--- src/verilog/srtu_pkg.sv ---
// Purpose: shared constants for the scheduled run timer unit
// Assumes: time of day counted in minutes, weekday 0 = Monday .. 6 = Sunday
// Notes:   register offsets are byte addresses on the AHB-Lite slave

package srtu_pkg;

	// ==========================================================
	// Sizes
	localparam int SRTU_NT    = 4;             // Number of timers
	localparam int SRTU_MIN_W = 11;            // Minutes 0..1440
	localparam int SRTU_DAY_W = 4;             // Day selection code
	localparam int SRTU_ACT_W = 2;             // Action code
	localparam int SRTU_REF_W = 3;             // Reference source code
	localparam int SRTU_WD_W  = 3;             // Weekday number
	localparam int SRTU_NIN   = 5;             // Synchronised pins

	// ==========================================================
	// Register map
	localparam logic [7:0] SRTU_OFF_CFG0   = 8'h00; // Timer n at 0x00 + 4*n
	localparam logic [7:0] SRTU_OFF_STATUS = 8'h10;
	localparam logic [31:0] SRTU_CFG_RST   = 32'h0000_0000;
	localparam logic [31:0] SRTU_CFG_MASK  = 32'h7FFF_FFFF;

	// Fields of a timer configuration word
	localparam int SRTU_F_START = 0;
	localparam int SRTU_F_STOP  = 11;
	localparam int SRTU_F_DAY   = 22;
	localparam int SRTU_F_ACT   = 26;
	localparam int SRTU_F_REF   = 28;

	// Fields of the status word
	localparam int SRTU_S_ACTIVE = 0;
	localparam int SRTU_S_CANCEL = 4;
	localparam int SRTU_S_RUN    = 8;
	localparam int SRTU_S_OFF    = 9;
	localparam int SRTU_S_REF    = 10;
	localparam int SRTU_S_PI     = 13;
	localparam int SRTU_S_WIN    = 14;

	// ==========================================================
	// Codes
	localparam logic [SRTU_MIN_W-1:0] SRTU_MIDNIGHT = 11'h5A0; // 24:00
	localparam logic [SRTU_ACT_W-1:0] SRTU_ACT_STATUS = 2'h0;
	localparam logic [SRTU_ACT_W-1:0] SRTU_ACT_RUN    = 2'h1;
	localparam logic [SRTU_ACT_W-1:0] SRTU_ACT_RUN_NOPI = 2'h2;
	localparam logic [SRTU_DAY_W-1:0] SRTU_DAY_OFF   = 4'h0;
	localparam logic [SRTU_DAY_W-1:0] SRTU_DAY_DAILY = 4'h1;
	localparam logic [SRTU_DAY_W-1:0] SRTU_DAY_WORK  = 4'h2;
	localparam logic [SRTU_DAY_W-1:0] SRTU_DAY_WEND  = 4'h3;
	localparam logic [SRTU_DAY_W-1:0] SRTU_DAY_MON   = 4'h4;
	localparam logic [SRTU_DAY_W-1:0] SRTU_DAY_SUN   = 4'hA;
	localparam logic [SRTU_WD_W-1:0]  SRTU_WD_MON    = 3'h0;
	localparam logic [SRTU_WD_W-1:0]  SRTU_WD_FRI    = 3'h4;
	localparam logic [SRTU_WD_W-1:0]  SRTU_WD_SAT    = 3'h5;
	localparam logic [SRTU_WD_W-1:0]  SRTU_WD_SUN    = 3'h6;

	// Pin order inside the synchroniser bundle
	localparam int SRTU_P_RUN = 0;
	localparam int SRTU_P_JF  = 1;
	localparam int SRTU_P_JR  = 2;
	localparam int SRTU_P_DIS = 3;
	localparam int SRTU_P_CAN = 4;

	localparam logic [1:0] SRTU_HRESP_OKAY = 2'h0;

endpackage

--- src/verilog/srtu_sync.sv ---
// Purpose: two flip-flop synchroniser for terminal inputs
// Assumes: inputs are slow levels from pins
// Notes:   first stage is read only by the second stage

`timescale 1ns/1ps
`default_nettype none

module srtu_sync
#(
	parameter int W = 1
)
(
	input  wire logic         sys_clk,
	input  wire logic         rst_n,
	input  wire logic [W-1:0] pin_in,
	output var  logic [W-1:0] pin_sync
);

	// ==========================================================
	// One stage pair per bit
	genvar g;
	generate
		for (g = 0; g < W; g = g + 1)
		begin : g_bit
			logic meta_r;
			always_ff @(posedge sys_clk or negedge rst_n)
			begin
				if (!rst_n)
				begin
					meta_r      <= 1'b0;
					pin_sync[g] <= 1'b0;
				end
				else
				begin
					meta_r      <= pin_in[g];
					pin_sync[g] <= meta_r;
				end
			end
		end
	endgenerate

endmodule

`default_nettype wire

--- src/verilog/srtu_window.sv ---
// Purpose: decide whether one timer's schedule covers the present minute
// Assumes: start <= stop, both within 00:00 .. 24:00
// Notes:   purely combinational; the caller samples it on each update

`timescale 1ns/1ps
`default_nettype none

module srtu_window
	import srtu_pkg::*;
(
	input  wire logic [srtu_pkg::SRTU_MIN_W-1:0] start_min,
	input  wire logic [srtu_pkg::SRTU_MIN_W-1:0] stop_min,
	input  wire logic [srtu_pkg::SRTU_DAY_W-1:0] day_sel,
	input  wire logic [srtu_pkg::SRTU_WD_W-1:0]  wday,
	input  wire logic [srtu_pkg::SRTU_MIN_W-1:0] now_min,
	output logic                                 in_window
);

	// ==========================================================
	// Day decode: single day codes follow Monday onward
	wire logic is_single = (day_sel >= SRTU_DAY_MON) && (day_sel <= SRTU_DAY_SUN);
	wire logic [SRTU_WD_W-1:0] single_wd = SRTU_WD_W'(day_sel - SRTU_DAY_MON);
	wire logic is_work  = (day_sel == SRTU_DAY_WORK);
	wire logic is_wend  = (day_sel == SRTU_DAY_WEND);
	wire logic is_daily = (day_sel == SRTU_DAY_DAILY);
	wire logic day_hit  = is_daily
		|| (is_work && (wday <= SRTU_WD_FRI))
		|| (is_wend && (wday >= SRTU_WD_SAT))
		|| (is_single && (wday == single_wd));    // see [RULE_15]

	// Span of a multi-day block for the equal start/stop case
	wire logic [SRTU_WD_W-1:0] first_wd = is_work ? SRTU_WD_MON : SRTU_WD_SAT;
	wire logic [SRTU_WD_W-1:0] last_wd  = is_work ? SRTU_WD_FRI : SRTU_WD_SUN;

	// Normal window is start inclusive, stop exclusive; 24:00 never reached
	wire logic after_start = (now_min >= start_min);              // see [RULE_01]
	wire logic before_stop = (now_min < stop_min);                // see [RULE_02] [RULE_11]
	wire logic equal_mode  = (start_min == stop_min);

	// Continuous block across days when start equals stop
	wire logic span_hit = ((wday == first_wd) && after_start)
		|| ((wday > first_wd) && (wday < last_wd))
		|| ((wday == last_wd) && !after_start);                   // see [RULE_09]

	// Single day or daily runs from the set time until 24:00
	wire logic to_midnight = day_hit && after_start;             // see [RULE_10]

	assign in_window = !equal_mode ? (day_hit && after_start && before_stop)
		: (is_work || is_wend) ? span_hit
		: to_midnight;                                            // see [RULE_20]

endmodule

`default_nettype wire

--- src/verilog/srtu_top.sv ---
// Purpose: four calendar driven run timers gating the drive run command
// Assumes: clock time, weekday and minute strobe come from logic on sys_clk
// Notes:   registers reached over AHB-Lite, zero wait states, always OKAY
//
// Behaviour
// [RULE_01] Start action at start time on selected day
// [RULE_02] Stop action when stop time is reached
// [RULE_03] Action 0 or disable input: no gating
// [RULE_04] Actions 1/2 gate run, select timer reference
// [RULE_05] Action 2 disables PI while active
// [RULE_06] Cancel edge disables active timer until next
// [RULE_07] Run command cycle re-enables cancelled timer
// [RULE_08] Status output follows active timer, any action
// [RULE_09] Equal times: continuous across selected day block
// [RULE_10] Equal times, one day or daily: until 24:00
// [RULE_11] 24:00 means midnight starting next day
// [RULE_12] Lowest numbered active timer wins
// [RULE_13] Jog commands override every timer
// [RULE_14] Software keeps times in range, start <= stop
// [RULE_15] Day code 0..10 decoded to day sets
// [RULE_16] Timers 2 to 4 identical and independent
// [RULE_17] Run, gating, no active timer: show timers off
// [RULE_18] Action code 0..2: status, run, run without PI
// [RULE_19] Reference code 0..6 selects reference source
// [RULE_20] Evaluate each minute update, stop exclusive
// [RULE_21] Recompute on power up and clock set
//
// Our own choices: the AHB-Lite interface to the registers and the register offsets.

`timescale 1ns/1ps
`default_nettype none

module srtu_top
	import srtu_pkg::*;
(
	input  wire logic                              sys_clk,
	input  wire logic                              rst_n,
	// AHB-Lite slave
	input  wire logic                              hsel,
	input  wire logic [31:0]                       haddr,
	input  wire logic [1:0]                        htrans,
	input  wire logic                              hwrite,
	input  wire logic [2:0]                        hsize,
	input  wire logic [31:0]                       hwdata,
	input  wire logic                              hready,
	output logic                                   hreadyout,
	output logic                                   hresp,
	output logic [31:0]                            hrdata,
	// Real-time clock, same clock domain
	input  wire logic [srtu_pkg::SRTU_MIN_W-1:0]   rtc_minute,
	input  wire logic [srtu_pkg::SRTU_WD_W-1:0]    rtc_weekday,
	input  wire logic                              rtc_tick,
	input  wire logic                              rtc_set,
	// Terminal and sequencer pins
	input  wire logic                              run_cmd_in,
	input  wire logic                              jog_fwd_in,
	input  wire logic                              jog_rev_in,
	input  wire logic                              timer_disable_in,
	input  wire logic                              timer_cancel_in,
	// Results to the run sequencer and outputs
	output logic [srtu_pkg::SRTU_NT-1:0]           timer_status_out,
	output logic                                   run_enable_out,
	output logic                                   ref_override_out,
	output logic [srtu_pkg::SRTU_REF_W-1:0]        ref_source_out,
	output logic                                   pi_disable_out,
	output logic                                   timers_off_out
);

	// ==========================================================
	// Pin synchronisation
	logic [SRTU_NIN-1:0] pins_raw;
	logic [SRTU_NIN-1:0] pins_s;

	assign pins_raw[SRTU_P_RUN] = run_cmd_in;
	assign pins_raw[SRTU_P_JF]  = jog_fwd_in;
	assign pins_raw[SRTU_P_JR]  = jog_rev_in;
	assign pins_raw[SRTU_P_DIS] = timer_disable_in;
	assign pins_raw[SRTU_P_CAN] = timer_cancel_in;

	srtu_sync #(.W(SRTU_NIN)) u_sync
	(
		.sys_clk  (sys_clk),
		.rst_n    (rst_n),
		.pin_in   (pins_raw),
		.pin_sync (pins_s)
	);

	wire logic run_s    = pins_s[SRTU_P_RUN];
	wire logic jog_s    = pins_s[SRTU_P_JF] | pins_s[SRTU_P_JR];
	wire logic dis_s    = pins_s[SRTU_P_DIS];
	wire logic cancel_s = pins_s[SRTU_P_CAN];

	// Previous levels for edge detection, taken after the synchroniser
	logic run_q_r;
	logic cancel_q_r;

	always_ff @(posedge sys_clk or negedge rst_n)
	begin
		if (!rst_n)
		begin
			run_q_r    <= 1'b0;
			cancel_q_r <= 1'b0;
		end
		else
		begin
			run_q_r    <= run_s;
			cancel_q_r <= cancel_s;
		end
	end

	wire logic run_rise    = run_s & ~run_q_r;               // see [RULE_07]
	wire logic cancel_rise = cancel_s & ~cancel_q_r;         // see [RULE_06]

	// ==========================================================
	// AHB-Lite address phase capture
	logic       wr_pend_r;
	logic [7:0] wr_addr_r;
	logic [31:0] hrdata_r;

	wire logic ap_valid = hsel & htrans[1] & hready;
	wire logic ap_write = ap_valid & hwrite;
	wire logic ap_read  = ap_valid & ~hwrite;
	wire logic [7:0] ap_addr = haddr[7:0];
	wire logic ap_upper = |haddr[31:8];

	// Pending write lands at the end of its data phase
	always_ff @(posedge sys_clk or negedge rst_n)
	begin
		if (!rst_n)
		begin
			wr_pend_r <= 1'b0;
			wr_addr_r <= SRTU_OFF_CFG0;
		end
		else if (hready)
		begin
			wr_pend_r <= ap_write & ~ap_upper;
			wr_addr_r <= ap_addr;
		end
	end

	// ==========================================================
	// Timer configuration registers, one word per timer
	logic [31:0] cfg_r [SRTU_NT];
	logic [SRTU_NT-1:0] active_r;
	logic [SRTU_NT-1:0] cancel_r;
	logic [SRTU_NT-1:0] win_now;
	logic [SRTU_NT-1:0] cfg_wsel;
	logic [SRTU_NT-1:0] cfg_rsel;
	logic [SRTU_NT-1:0] gating;      // Timer has a run action and is allowed

	// Evaluation strobe: minute update, clock set, or first cycle out of reset
	logic init_r;

	always_ff @(posedge sys_clk or negedge rst_n)
	begin
		if (!rst_n)
			init_r <= 1'b1;
		else
			init_r <= 1'b0;
	end

	wire logic eval_en = rtc_tick | rtc_set | init_r;      // see [RULE_20] [RULE_21]

	genvar t;
	generate
		for (t = 0; t < SRTU_NT; t = t + 1)
		begin : g_tmr
			// Field views of this timer's word
			wire logic [SRTU_MIN_W-1:0] f_start = cfg_r[t][SRTU_F_START +: SRTU_MIN_W];
			wire logic [SRTU_MIN_W-1:0] f_stop  = cfg_r[t][SRTU_F_STOP +: SRTU_MIN_W];
			wire logic [SRTU_DAY_W-1:0] f_day   = cfg_r[t][SRTU_F_DAY +: SRTU_DAY_W];
			wire logic [SRTU_ACT_W-1:0] f_act   = cfg_r[t][SRTU_F_ACT +: SRTU_ACT_W];

			assign cfg_wsel[t] = wr_pend_r && (wr_addr_r == 8'(SRTU_OFF_CFG0 + 4 * t));
			assign cfg_rsel[t] = (ap_addr == 8'(SRTU_OFF_CFG0 + 4 * t)) && !ap_upper;

			// Software keeps times in range; no clamping here
			always_ff @(posedge sys_clk or negedge rst_n)
			begin
				if (!rst_n)
					cfg_r[t] <= SRTU_CFG_RST;
				else if (cfg_wsel[t])
					cfg_r[t] <= hwdata & SRTU_CFG_MASK;      // see [RULE_14] [RULE_16]
			end

			srtu_window u_win
			(
				.start_min (f_start),
				.stop_min  (f_stop),
				.day_sel   (f_day),
				.wday      (rtc_weekday),
				.now_min   (rtc_minute),
				.in_window (win_now[t])
			);

			// Active state sampled only on an evaluation strobe
			always_ff @(posedge sys_clk or negedge rst_n)
			begin
				if (!rst_n)
					active_r[t] <= 1'b0;
				else if (eval_en)
					active_r[t] <= win_now[t];               // see [RULE_01] [RULE_02]
			end

			// Cancel: set wins over clear; cleared by run recycle or end of interval
			always_ff @(posedge sys_clk or negedge rst_n)
			begin
				if (!rst_n)
					cancel_r[t] <= 1'b0;
				else if (cancel_rise && active_r[t])
					cancel_r[t] <= 1'b1;                     // see [RULE_06]
				else if (run_rise || (eval_en && !win_now[t]))
					cancel_r[t] <= 1'b0;                     // see [RULE_07]
			end

			// Action 0 or the disable input leaves run untouched
			assign gating[t] = (f_act != SRTU_ACT_STATUS) && !dis_s; // see [RULE_03] [RULE_18]
		end
	endgenerate

	// ==========================================================
	// Priority among live timers, lowest number first
	wire logic [SRTU_NT-1:0] live = active_r & ~cancel_r & gating;

	logic                   win_any;
	logic [SRTU_ACT_W-1:0]  win_act;
	logic [SRTU_REF_W-1:0]  win_ref;

	// Scan downward so the lowest numbered live timer wins
	always_comb
	begin
		win_any = 1'b0;
		win_act = SRTU_ACT_STATUS;
		win_ref = '0;
		for (int i = SRTU_NT - 1; i >= 0; i--)
		begin
			if (live[i])
			begin
				win_any = 1'b1;
				win_act = cfg_r[i][SRTU_F_ACT +: SRTU_ACT_W];
				win_ref = cfg_r[i][SRTU_F_REF +: SRTU_REF_W]; // see [RULE_12] [RULE_19]
			end
		end
	end

	// ==========================================================
	// Outcome toward the run sequencer
	wire logic any_gating = |gating;

	// Jog is never gated; otherwise gating timers confine run to their interval
	wire logic run_nxt = jog_s ? run_s
		: any_gating ? (run_s & win_any)
		: run_s;                                          // see [RULE_04] [RULE_13]

	wire logic ovr_nxt  = win_any & ~jog_s;               // see [RULE_04]
	wire logic pi_nxt   = ovr_nxt & (win_act == SRTU_ACT_RUN_NOPI); // see [RULE_05]
	wire logic off_nxt  = run_s & any_gating & ~win_any & ~jog_s;  // see [RULE_17]
	wire logic [SRTU_NT-1:0] stat_nxt = active_r & ~cancel_r;      // see [RULE_08]

	// All results leave through flip-flops
	always_ff @(posedge sys_clk or negedge rst_n)
	begin
		if (!rst_n)
		begin
			timer_status_out <= '0;
			run_enable_out   <= 1'b0;
			ref_override_out <= 1'b0;
			ref_source_out   <= '0;
			pi_disable_out   <= 1'b0;
			timers_off_out   <= 1'b0;
		end
		else
		begin
			timer_status_out <= stat_nxt;
			run_enable_out   <= run_nxt;
			ref_override_out <= ovr_nxt;
			ref_source_out   <= ovr_nxt ? win_ref : '0;
			pi_disable_out   <= pi_nxt;
			timers_off_out   <= off_nxt;
		end
	end

	// ==========================================================
	// Read path
	logic [31:0] status_word;

	// Status word mirrors the registered outputs and internal state
	always_comb
	begin
		status_word = '0;
		status_word[SRTU_S_ACTIVE +: SRTU_NT] = active_r;
		status_word[SRTU_S_CANCEL +: SRTU_NT] = cancel_r;
		status_word[SRTU_S_RUN]               = run_enable_out;
		status_word[SRTU_S_OFF]               = timers_off_out;
		status_word[SRTU_S_REF +: SRTU_REF_W] = ref_source_out;
		status_word[SRTU_S_PI]                = pi_disable_out;
		status_word[SRTU_S_WIN]               = ref_override_out;
	end

	logic [31:0] rd_mux;

	// Forward a write in its data phase to a read right behind it
	always_comb
	begin
		rd_mux = '0;
		for (int i = 0; i < SRTU_NT; i++)
		begin
			if (cfg_rsel[i])
				rd_mux = (cfg_wsel[i]) ? (hwdata & SRTU_CFG_MASK) : cfg_r[i];
		end
		if ((ap_addr == SRTU_OFF_STATUS) && !ap_upper)
			rd_mux = status_word;
	end

	// Read data captured at the address phase, shown in the data phase
	always_ff @(posedge sys_clk or negedge rst_n)
	begin
		if (!rst_n)
			hrdata_r <= '0;
		else if (ap_read)
			hrdata_r <= rd_mux;
	end

	// Zero wait states and OKAY on every transfer, mapped or not
	always_ff @(posedge sys_clk or negedge rst_n)
	begin
		if (!rst_n)
		begin
			hreadyout <= 1'b0;
			hresp     <= 1'b0;
		end
		else
		begin
			hreadyout <= 1'b1;
			hresp     <= SRTU_HRESP_OKAY[0];
		end
	end

	assign hrdata = hrdata_r;

endmodule

`default_nettype wire

--- config.mk ---
export PLATFORM = sky130hd
export DESIGN_NAME = srtu_top
export DESIGN_NICKNAME = d
export VERILOG_FILES = /design/src/verilog/srtu_pkg.sv /design/src/verilog/srtu_sync.sv /design/src/verilog/srtu_window.sv /design/src/verilog/srtu_top.sv
export SDC_FILE = /design/constraint.sdc
export NUM_CORES = 1
export LEC_CHECK = 0
export ABC_CLOCK_PERIOD_IN_PS = 3300
export BUFFER_PORTS_ARGS = -buffer_cell sky130_fd_sc_hd__clkbuf_2
export CORE_MARGIN = 3
export CORE_UTILIZATION = 40
export CTS_CLUSTER_DIAMETER = 100
export DETAILED_ROUTE_END_ITERATION = 10
export PLACE_DENSITY = 0.57
export SETUP_SLACK_MARGIN = 0.3
export SYNTH_ARGS = -nofsm -noshare
export SYNTH_HDL_FRONTEND = slang
export SYNTH_SLANG_ARGS = --single-unit
--- constraint.sdc ---
create_clock -name sys_clk -period 3.3 [get_ports sys_clk]
set_input_delay 0.825 -clock sys_clk [delete_from_list [all_inputs] [get_ports sys_clk]]
set_output_delay 0.825 -clock sys_clk [all_outputs]
set_load 0.02 [all_outputs]
* After elaboration in Yosys (flattened, before gate mapping)
Cells that the tools add are included.
Storage, ports and cells: output and inout port bits 45, input port bits 95, register bits after elaboration 202
Cells by class: add/sub/neg operators 4, equality and inequality tests 36, order comparisons 26, bitwise operators 25, reductions and logical operators 107, multiplexer cells 48
Operators by type and width (number):
- 2-to-1 mux 32 bit | 9
- logical AND 1 bit | 57
- == test 11 bit | 4
- >= comparator 11 bit | 4
- < comparator 11 bit | 4
- == test 3 bit | 12
- == test 4 x 2 -> 1 bit, second input constant | 8
- == test 8 x 4 -> 1 bit, second input constant | 4
- logical OR 1 bit | 28
- 2-to-1 mux 3 bit | 9
- OR reduction 24 bit | 1
- 2-to-1 mux 1 bit | 22
- == test 4 x 1 -> 1 bit, second input constant | 4
- == test 8 x 3 -> 1 bit, second input constant | 2
- >= comparator 4 x 3 -> 1 bit, second input constant | 4
- <= comparator 4 bit, second input constant | 4
- logical NOT 8 bit | 2
- 2-to-1 mux 2 bit | 8
- nonzero test 2 bit | 8
- AND 1 bit | 13
- > comparator 3 bit | 4
- < comparator 3 bit | 4
- subtractor 3 bit, second input constant | 4
- logical NOT 1 bit | 10
- 9 further kinds | 17

* Longest topological paths before layout
Gate-level depths: netlist of the first run.
depth in word-level cells 13, gate-level depth with buffers 12, depth with buffers taken out 12

* By module
Synthesis of the first run repeated with hierarchy kept, for this count alone.
Unflattened totals: cells, all modules 1320, area, all modules 12587.1 µm²
Modules (own cells, without submodules):
- srtu_top | area an instance 8798.4 µm², times used 1, cells each 796
- srtu_window at g_tmr[2].u_win ... | area an instance 908.4 µm², times used 2, cells each 134
- srtu_window at g_tmr[0].u_win ... | area an instance 860.8 µm², times used 2, cells each 123
- srtu_sync | area an instance 250.2 µm², times used 1, cells each 10

* Least setup slack after synthesis of the first run
Ideal clock, no wire load.
kind register -> register, start register wr_addr_r[7], end register hrdata_r[10] (netlist: hrdata[10]), slack 0.352 ns, library setup time 0.133 ns, cell stages (with the launch flop) 10, buffers on the path 2, arrival time 2.814 ns, cell sequence dfrtp_1 > or4_1 > or4_4 > nor3_1 > buf_2 > buf_2 > mux2_2 > mux2_2 > a21oi_1 > o21ai_0
On the way: cells in the longest elaborated chain, start to end 8
RTL lines:
- from (decl) | RTL line srtu_top.sv:117 | logic [7:0] wr_addr_r;
- from (signal assigned) | RTL line srtu_top.sv:137 | wr_addr_r <= ap_addr;
- logical NOT 8 bit | RTL line srtu_top.sv:174 | assign cfg_wsel[t] = wr_pend_r && (wr_addr_r == 8'(SRTU_OFF_CFG0 + 4 * t));
- logical AND 1 bit | RTL line srtu_top.sv:174
- 2-to-1 mux 32 bit | RTL line srtu_top.sv:309 | rd_mux = (cfg_wsel[i]) ? (hwdata & SRTU_CFG_MASK) : cfg_r[i];
- 2-to-1 mux 32 bit (3 in series) | RTL line srtu_top.sv:308 | if (cfg_rsel[i])
- 2-to-1 mux 32 bit (*) | RTL line srtu_top.sv:308
- 2-to-1 mux 32 bit (*) | RTL line srtu_top.sv:311 | if ((ap_addr == SRTU_OFF_STATUS) && !ap_upper)
- to (signal assigned) | RTL line srtu_top.sv:321 | hrdata_r <= rd_mux;
- to (decl) | RTL line srtu_top.sv:118 | logic [31:0] hrdata_r;
Mark *: on every way between the ends. The rest lies on a longest branch, timed or not. A chain may end at the register's enable or synchronous reset.

* Worst setup path after layout of the first run
start register wr_addr_r[4], end register hrdata_r[28] (netlist: hrdata[28])
Same word-level chain as after synthesis.

==> results of run 1 <==
==> per-layer routing <==
layer / GRT usage (%) / part of all wire (%) / vias to the layer above
met5: 0 / 0 / -
met4: 4.810 / 1.9 / 0
met3: 4.172 / 6.0 / 36
met2: 36.32 / 46 / 235
met1: 30.97 / 46 / 4580
li1: - / - / 4337
==> critical path, stage by stage, from the launching register on <==
cell     delay [ns]
dfrtp_1        0.39
or4_4          0.55
or4_4          0.53
nor3b_4        0.30
buf_12         0.18
mux2_4         0.30
mux4_2         0.49
a22o_1         0.20
==> cell type report <==
| cell class | count | area [um^2] |
|---|---|---|
| Sequential cell | 202 | 5056 |
| Clock inverter | 15 | 212.7 |
| Clock buffer | 26 | 616.8 |
| Fill cell | 2655 | 14320 |
| Multi-Input combinational cell | 753 | 6472 |
| Tap cell | 384 | 480.5 |
| Inverter | 99 | 371.6 |
| Timing Repair Buffer | 191 | 1331 |
==> state kept, by name (all words and copies together) (netlist names), 3 cells and up <==
name and count:
u_sync.g_bit.meta_r 5, ref_source_out 3, timer_status_out 4, cfg_r 128
wr_addr_r 8, u_sync.pin_sync 5, hrdata 32, cancel_r 4
active_r 4
==> power by group <==
part / leakage [nW] / internal, W / total (W) / switching (W)
Combinational: 4.23 / 0.000336 / 0.000782 / 0.000446
Sequential: 2.47 / 0.00256 / 0.00265 / 0.0000868
Clock: 0.408 / 0.00174 / 0.00279 / 0.00106
==> kinds of logic after synthesis <==
family                   after synthesis  synth area share, %
multiplexers                         153                16.04
flip-flops                           202                42.86
adder cells (fa/ha/maj)               96                10.18
AND/OR/NAND/NOR                      222                10.02
other                                  2              0.06366
XOR/XNOR                              50                3.712
AO/OA/AOI/OAI                        229                12.46
buffers and inverters                138                4.666
==> worst max path at each step <==
| stage | endpoint | slack (ns) | cells after the start |
|---|---|---|---|
| final | hrdata[28] | 0.24 | 7 |
| after CTS | hrdata[9] | 0.27 | 9 |
| after floorplan | hrdata[10] | 0.35 | 9 |
| after global placement | active_r[1] | 0.22 | 10 |
| after global routing | hrdata[22] | 0.18 | 8 |
| after detailed placement | active_r[0] | 0.18 | 10 |
==> cell usage after synthesis, drive strengths merged, types with 4 or more instances <==
master	number
nand2b	8
a22o	32
a21oi	57
ha	96
a31oi	14
nand2	60
a22oi	5
xnor2	13
mux2	118
nor3b	4
xor2	37
nand3	24
and2	5
o22ai	9
mux4	17
buf	12
and4	7
nor2	26
dfrtp	201
nor2b	16
mux2i	18
a21o	15
nor4	19
or3	6
clkbuf	27
a2111oi	4
nand3b	8
nand4	5
nor3	18
inv	98
a221oi	5
or4	5
o21ai	66
and3	5
==> timing repair <==
item / 4_1_cts / 5_1_grt
setup endpoints to repair: 10 / 33
pin swaps: 2 / 28
gates resized for setup: 10 / 81
setup buffers: 5 / 6
hold buffers: 0 / 0
cloned: 2 / 1
==> stage by stage <==
| stage | power [W] | worst slack [ns] | util [%] |
|---|---|---|---|
| finish | 0.006226 | 0.2420 | 50.39 |
| global route | 0.006480 | 0.1756 | 50.39 |
| CTS | 0.006258 | 0.2680 | 49.24 |
| detailed placement | 0.003448 | 0.1796 | 45.78 |
| global placement | 0.003434 | 0.2191 | 45.78 |
| floorplan | 0.003083 | 0.3524 | - |
==> cells in the final DEF, fill, tap and decap left out, types with 23 or more instances in the layout <==
| cell type | instances |
|---|---|
| a21oi_1 | 42 |
| o21ai_0 | 29 |
| dfrtp_1 | 201 |
| o21ai_1 | 34 |
| clkbuf_16 | 24 |
| clkbuf_2 | 131 |
| inv_1 | 98 |
| mux2_4 | 45 |
| a22o_1 | 32 |
| xor2_1 | 37 |
| ha_1 | 96 |
| mux2_2 | 68 |
| buf_4 | 40 |
| nand3_1 | 23 |
| nor2_1 | 26 |
| nand2_1 | 60 |
==> reports/metrics.csv, run 1 <==
metric,value,unit
cap_viol_max_count,0,
fin_crit,3.058,ns
syn_to_final_growth,23.26,%
nNetsFinal,1461,
p_leak,7.110,nW
cts_buffer_depth,3,
hold_viol,0,
critPathArrivalTime,3.46,ns
critPathLaunchType,register,
dieArea,0.03159,mm^2
overflow,0,
yosys_warnings,0,
clock_latency,0.52,ns
layout-drive-gt1-share,30.48,%
rsz0062_at_grt,yes,
r2r-start,wr_addr_r[4],
antennaDiodeCount,0,
syn_inst,1092,
routed_wl,35780,um
cts_tree,done,
finish.instance_area,0.01454,mm^2
r2r_end,hrdata[28],
cp_max_fo,7,
fin_setup_tns,0,ns
netlist_area,0.01180,mm^2
h-tree-depth,1,
status,"finished, final reports clean",
final_cell_count_no_fill,1670,
slew_headroom,59.35,%
slew_viol_final,0,
synth-main-ff-cell,dfrtp_1,
p_per_area,428.2,mW/mm^2
finalSetupViolCount,0,
grt_max_degree,81,
skew,0.01172,ns
viasPerCell,5.502,
hpwlAfterDp,26980,um
drt_pre_antenna_iters,5,
numCtsBuffers,23,
r2r_cells,7,
cts-root-buf,clkbuf_16,
synth.distinct_cells,63,
ios,140,
hold_slack,0.2733,ns
synth_edf_count,0,
dp.cells,1615,
postPlaceCellArea,0.01321,mm^2
max_freq,0.3270,GHz
synth_top_area_cell,dfrtp_1,
ys_seq_area_share,42.86,%
initial_core_util,40.88,%
num_vias,9188,
period_share,92.67,%
synth-seq-cells,202,
die_h,177.7,um
synth_top_area_share,42.63,%
num_rows,62,
drt-initial-drc-count,582,
reg2reg_slack,0.24,ns
drcViolationCount,0,
syn_avg_cell_area,10.80,um^2
yosys-top-cells-area,"dfrtp_1 (43%), mux2_2 (11%), ha_1 (10%)",
end_kind,register,
ir_drop,0.3910,mV
gp_congestion,0.8833,
min_path_type,in -> async,
path_class,reg -> reg,
required,3.70,ns
cts.sinks,202,
async_reset_ff_share,100.0,%
grtUsageTotal,22.27,%
fp.coreArea,0.02886,mm^2
die_w,177.7,um
clk_pin_slew,0.06,ns
io_buffers,133,
antenna_found_initial,0,
timing.critical_path.from,wr_addr_r[4],
grt_pass1_wl,53770,um
tightest_slew,0.6098,ns
postRouteAntennaNets,0,
wl_per_cell,21.43,um
first_global_vias,9198,
(Power assumes the default switching activity.)
==> inputs of run 2 (changes only) <==
--- a/config.mk
+++ b/config.mk
@@ -5,7 +5,7 @@
 export SDC_FILE = /design/constraint.sdc
 export NUM_CORES = 1
 export LEC_CHECK = 0
-export ABC_CLOCK_PERIOD_IN_PS = 3300
+export ABC_CLOCK_PERIOD_IN_PS = 3600
 export BUFFER_PORTS_ARGS = -buffer_cell sky130_fd_sc_hd__clkbuf_2
 export CORE_MARGIN = 3
 export CORE_UTILIZATION = 40
==> constraint.sdc (replaced) <==
create_clock -name sys_clk -period 3.6 [get_ports sys_clk]
set_input_delay 0.9 -clock sys_clk [delete_from_list [all_inputs] [get_ports sys_clk]]
set_output_delay 0.9 -clock sys_clk [all_outputs]
set_load 0.02 [all_outputs]
==> reports/metrics.csv, run 2 (synthesized netlist as in run 1, its figures left out) <==
metric,value,unit,change
cp_max_fo,25,,+18
final_common_cell,dfrtp_1,,
skew,0.007944,ns,-0.003780 ns
slew_headroom,48.93,%,-10 points
hpwlAfterDp,26550,um,-1.6%
antenna_found_initial,1,,+1
status,"finished, final reports clean",,
min_path_type,reg -> reg,,
routed_wl,34530,um,-3.5%
fin_crit,3.072,ns,+0.01411 ns
critPathArrivalTime,3.49,ns,+0.03 ns
ir_drop,0.3357,mV,-14%
initial_core_util,40.88,%,unchanged
regMostFlops,cfg_r,,
cap_viol_max_count,0,,unchanged
cts.sinks,202,,unchanged
grtUsageTotal,21.91,%,-0.36 points
numCtsBuffers,23,,unchanged
antennaDiodeCount,0,,unchanged
layout-drive-gt1-share,26.71,%,-3.8 points
crit_family,simple AND/OR/NAND/NOR gates,,
cts_buffer_depth,3,,unchanged
hold_buffers,0,,unchanged
holdPathStages,0,,
grt_pass1_wl,52950,um,-1.5%
layout_common_cells,"dfrtp_1 (201), clkbuf_2 (131), mux2_2 (113), inv_1 (98), ha_1 (96)",,
drt-initial-drc-count,565,,-2.9%
p_leak,6.783,nW,-4.6%
rsz0062_at_grt,no,,
hold_slack,0.3417,ns,+0.06836 ns
io_buffers,133,,unchanged
hold_viol,0,,unchanged
worstPathCellList,or4_1 > or4_4 > nor3b_4 > buf_12 > mux2_2 > mux4_2 > a22o_1,,
postRouteAntennaNets,0,,unchanged
r2r_cells,7,,unchanged
tightest_slew,0.7660,ns,+0.1563 ns
die_w,177.7,um,unchanged
num_rows,62,,unchanged
end_kind,register,,
wl_per_cell,21.08,um,-1.6%
worstPathBufferInverterCount,1,,unchanged
first_global_vias,9096,,-1.1%
postCtsSetupBuffers,0,,-5
cts_tree,done,,
critPathMaxStageDelay,0.54,ns,about the same
finalSetupViolCount,0,,unchanged
h-tree-depth,1,,unchanged
path_class,reg -> reg,,
num_vias,8945,,-2.6%
required,4.02,ns,+0.32 ns
grt_max_degree,83,,+2.5%
slew_viol_final,0,,unchanged
crit_slowest_cell,or4_1,,
overflow,0,,unchanged
fin_setup_tns,0,ns,unchanged
viasPerCell,5.461,,-0.74%
ios,140,,unchanged
dieArea,0.03159,mm^2,unchanged
clk_pin_slew,0.06,ns,about the same
drcViolationCount,0,,unchanged
clock_latency,0.53,ns,about the same
die_h,177.7,um,unchanged
syn_to_final_growth,17.38,%,
drt_pre_antenna_iters,8,,+3
largest_reg_flops,128,,unchanged
cts_resized,0,,-10
period_share,85.34,%,-7.3 points
cts-root-buf,clkbuf_16,,
critical_path_cell_count,7,,unchanged
p_per_area,400.6,mW/mm^2,-6.5%
gp_congestion,0.8941,,+1.2%
max_freq,0.3255,GHz,-0.46%
nNetsFinal,1431,,-2.1%
fp.coreArea,0.02886,mm^2,unchanged
critPathLaunchType,register,,
## run 2: layout make-up
| class | instances | area (um^2) |
|---|---|---|
| well taps | 384 | 480.5 |
| clock inverters | 8 | 133.9 |
| repair buffers | 161 | 959.7 |
| flip-flops and latches | 202 | 5056 |
| inverters | 99 | 371.6 |
| multi-input cells | 753 | 6211 |
| clock buffers | 31 | 635.6 |
| fillers | 2690 | 15010 |
## run 2: final timing paths
check / to / slack (ns) / startpoint
worst min register to register: u_sync.pin_sync[0] / 0.34 / u_sync.g_bit[0].meta_r
worst min-delay path: u_sync.pin_sync[0] / 0.34 / u_sync.g_bit[0].meta_r
min in group asynchronous: hrdata[25] / 0.42 / rst_n
worst max-delay path: hrdata[28] / 0.53 / wr_addr_r[7]
worst max register to register: hrdata[28] / 0.53 / wr_addr_r[7]
max in group asynchronous: cfg_r[80] / 2.36 / rst_n
## run 2: stage by stage
step | cells | total power, W | area, um^2 | util, % | worst slack [ns]
global route | 1638 | 0.005771 | 13850 | 47.99 | 0.4184
detailed placement | 1599 | 0.003151 | 13080 | 45.32 | 0.3720
global placement | 1599 | 0.003139 | 13080 | 45.32 | 0.4252
finish | 1638 | 0.005547 | 13850 | 47.99 | 0.5279
CTS | 1638 | 0.005592 | 13850 | 47.99 | 0.5267
floorplan | 1093 | 0.002826 | 11800 | - | 0.6524
## run 2: power breakdown
group / leakage (nW) / switching (W) / internal [W]
sequential: 2.47 / 0.0000809 / 0.00235
combinational: 3.93 / 0.000394 / 0.000284
clock: 0.379 / 0.000980 / 0.00146
## run 2: worst reg2reg max path: stages (launching register included)
cell     delay (ns)
dfrtp_1        0.37
or4_1          0.54
or4_4          0.46
nor3b_4        0.27
buf_12         0.23
mux2_2         0.38
mux4_2         0.50
a22o_1         0.22
## run 2: layer usage
layer	vias up	track usage [%]	share of wire (%)
li1	4256	-	-
met1	4441	31.30	47
met2	212	35.24	46
met3	36	3.594	5.7
met4	0	4.548	1.7
met5	-	0	0
==> inputs of run 3 (changes only) <==
--- a/config.mk
+++ b/config.mk
@@ -12,6 +12,7 @@
 export CTS_CLUSTER_DIAMETER = 100
 export DETAILED_ROUTE_END_ITERATION = 10
 export PLACE_DENSITY = 0.57
+export RECOVER_POWER = 25
 export SETUP_SLACK_MARGIN = 0.3
 export SYNTH_ARGS = -nofsm -noshare
 export SYNTH_HDL_FRONTEND = slang
==> reports/metrics.csv, run 3 (synthesized netlist as in run 1, its figures left out) <==
metric,value,unit,change
postRouteAntennaNets,0,,unchanged
layout_common_cells,"dfrtp_1 (201), clkbuf_2 (131), mux2_2 (113), inv_1 (98), ha_1 (96)",,
status,finished with violations,,
final_common_cell,dfrtp_1,,
nFillCells,2692,,+0.074%
gp_congestion,0.8941,,unchanged
routed_wl,34490,um,-0.14%
ir_drop,0.3350,mV,-0.23%
ios,140,,unchanged
hold_slack,0.3420,ns,+0.0003120 ns
reg2reg_slack,0.52,ns,about the same
initial_core_util,40.88,%,unchanged
largest_reg_flops,128,,unchanged
p_leak,6.777,nW,about the same
wl_per_cell,21.05,um,-0.14%
dp.cells,1599,,unchanged
cts-root-buf,clkbuf_16,,
h-tree-depth,1,,unchanged
dieArea,0.03159,mm^2,unchanged
numCtsBuffers,23,,unchanged
fin_crit,3.076,ns,+0.004119 ns
clkPwrFrac,43.9,%,about the same
final_cell_count_no_fill,1638,,unchanged
critPathArrivalTime,3.49,ns,about the same
skew,0.009315,ns,+0.001370 ns
first_global_vias,9096,,unchanged
fin_setup_tns,0,ns,unchanged
cts_buffer_depth,3,,unchanged
clock_latency,0.53,ns,about the same
finalSetupViolCount,0,,unchanged
tightest_slew,2.202,ns,+1.436 ns
cts.sinks,202,,unchanged
rsz0062_at_grt,no,,
antennaDiodeCount,0,,unchanged
clk_pin_slew,0.06,ns,about the same
period_share,85.45,%,+0.11 points
cts_tree,done,,
grtUsageTotal,21.91,%,unchanged
grt_pass1_wl,52950,um,unchanged
num_vias,8921,,-0.27%
syn_to_final_growth,17.30,%,about the same
hold_buffers,0,,unchanged
end_kind,register,,
worst_slack,0.5238,ns,-0.004119 ns
fp.coreArea,0.02886,mm^2,unchanged
overflow,0,,unchanged
power_switching,0.001453,W,-0.11%
place_ws,0.3720,ns,unchanged
die_h,177.7,um,unchanged
drcViolationCount,0,,unchanged
pwr-share-comb,12.2,%,about the same
violations,"capacitance limit, slew limit",,
drt-initial-drc-count,527,,-6.7%
max_freq,0.3251,GHz,-0.13%
cp_max_fo,25,,unchanged
antenna_found_initial,1,,unchanged
cts_resized,0,,unchanged
internal_power,0.004092,W,about the same
p_sw_share,26.21,%,about the same
io_buffers,133,,unchanged
slew_headroom,-46.82,%,-96 points
regMostFlops,cfg_r,,
p_per_area,400.7,mW/mm^2,about the same
grt_max_degree,83,,unchanged
cap_viol_max_count,1,,+1
drt_pre_antenna_iters,5,,-3
path_class,reg -> reg,,
postCtsSetupBuffers,0,,unchanged
slew_viol_final,81,,+81
hpwlAfterDp,26550,um,unchanged
die_w,177.7,um,unchanged
r2r-start,wr_addr_r[7],,
nNetsFinal,1431,,unchanged
layout-drive-gt1-share,26.63,%,-0.080 points
hp-start,u_sync.g_bit[0].meta_r,,
viasPerCell,5.446,,-0.27%
required,4.02,ns,about the same
min_path_type,reg -> reg,,
seq_power_share,43.9,%,about the same
num_rows,62,,unchanged
critPathLaunchType,register,,
timing.critical_path.from,wr_addr_r[7],,
hold_viol,0,,unchanged
-- run 3: changes by cell type in the layout (fill, tap and decap cells not counted) --
cell      delta
clkbuf_1     +1
clkbuf_8     -1
-- run 3: final cells by class --
cell class / count / area (um^2) / area share [%]
multi-input cells: 753 / 6211 / 44.88
repair buffers: 161 / 949.7 / 6.863
flip-flops and latches: 202 / 5056 / 36.54
well taps: 384 / 480.5 / 3.472
clock buffers: 31 / 635.6 / 4.593
clock inverters: 8 / 133.9 / 0.9674
inverters: 99 / 371.6 / 2.685
-- run 3: power groups by stage --
| stage | combinational, W | sequential (W) | clock (W) |
|---|---|---|---|
| after global routing | 0.000757 | 0.00244 | 0.00257 |
| after global placement | 0.000669 | 0.00247 | 0 |
| final | 0.000678 | 0.00243 | 0.00244 |
| after floorplan | 0.000379 | 0.00245 | 0 |
| after CTS | 0.000684 | 0.00243 | 0.00248 |
| after detailed placement | 0.000679 | 0.00247 | 0 |
-- run 3: metal layers --
layer / vias up / part of all wire [%] / GRT usage [%]
li1: 4256 / - / -
met1: 4403 / 46 / 31.30
met2: 226 / 46 / 35.24
met3: 36 / 6.0 / 3.594
met4: 0 / 1.7 / 4.548
met5: - / 0 / 0
-- run 3: metrics by stage --
step	cell area, um^2	power (W)	util [%]
2_1_floorplan	11800	0.002826	-
3_3_place_gp	13080	0.003139	45.32
3_5_place_dp	13080	0.003151	45.32
4_1_cts	13850	0.005592	47.99
5_1_grt	13840	0.005770	47.95
6_report	13840	0.005545	47.95
-- run 3: path summary, 6_finish.rpt --
check                                endpoint  cells after the start
max in group asynchronous           cfg_r[80]                      2
min reg2reg                u_sync.pin_sync[0]                      0
max                                hrdata[28]                      7
min                        u_sync.pin_sync[0]                      0
max reg2reg                        hrdata[28]                      7
min in group asynchronous          hrdata[25]                      1
-- run 3: critical path, cell delays in order (launching register included) --
cell,delay [ns]
dfrtp_1,0.37
or4_1,0.54
or4_4,0.46
nor3b_4,0.27
buf_12,0.23
mux2_2,0.37
mux4_2,0.50
a22o_1,0.22
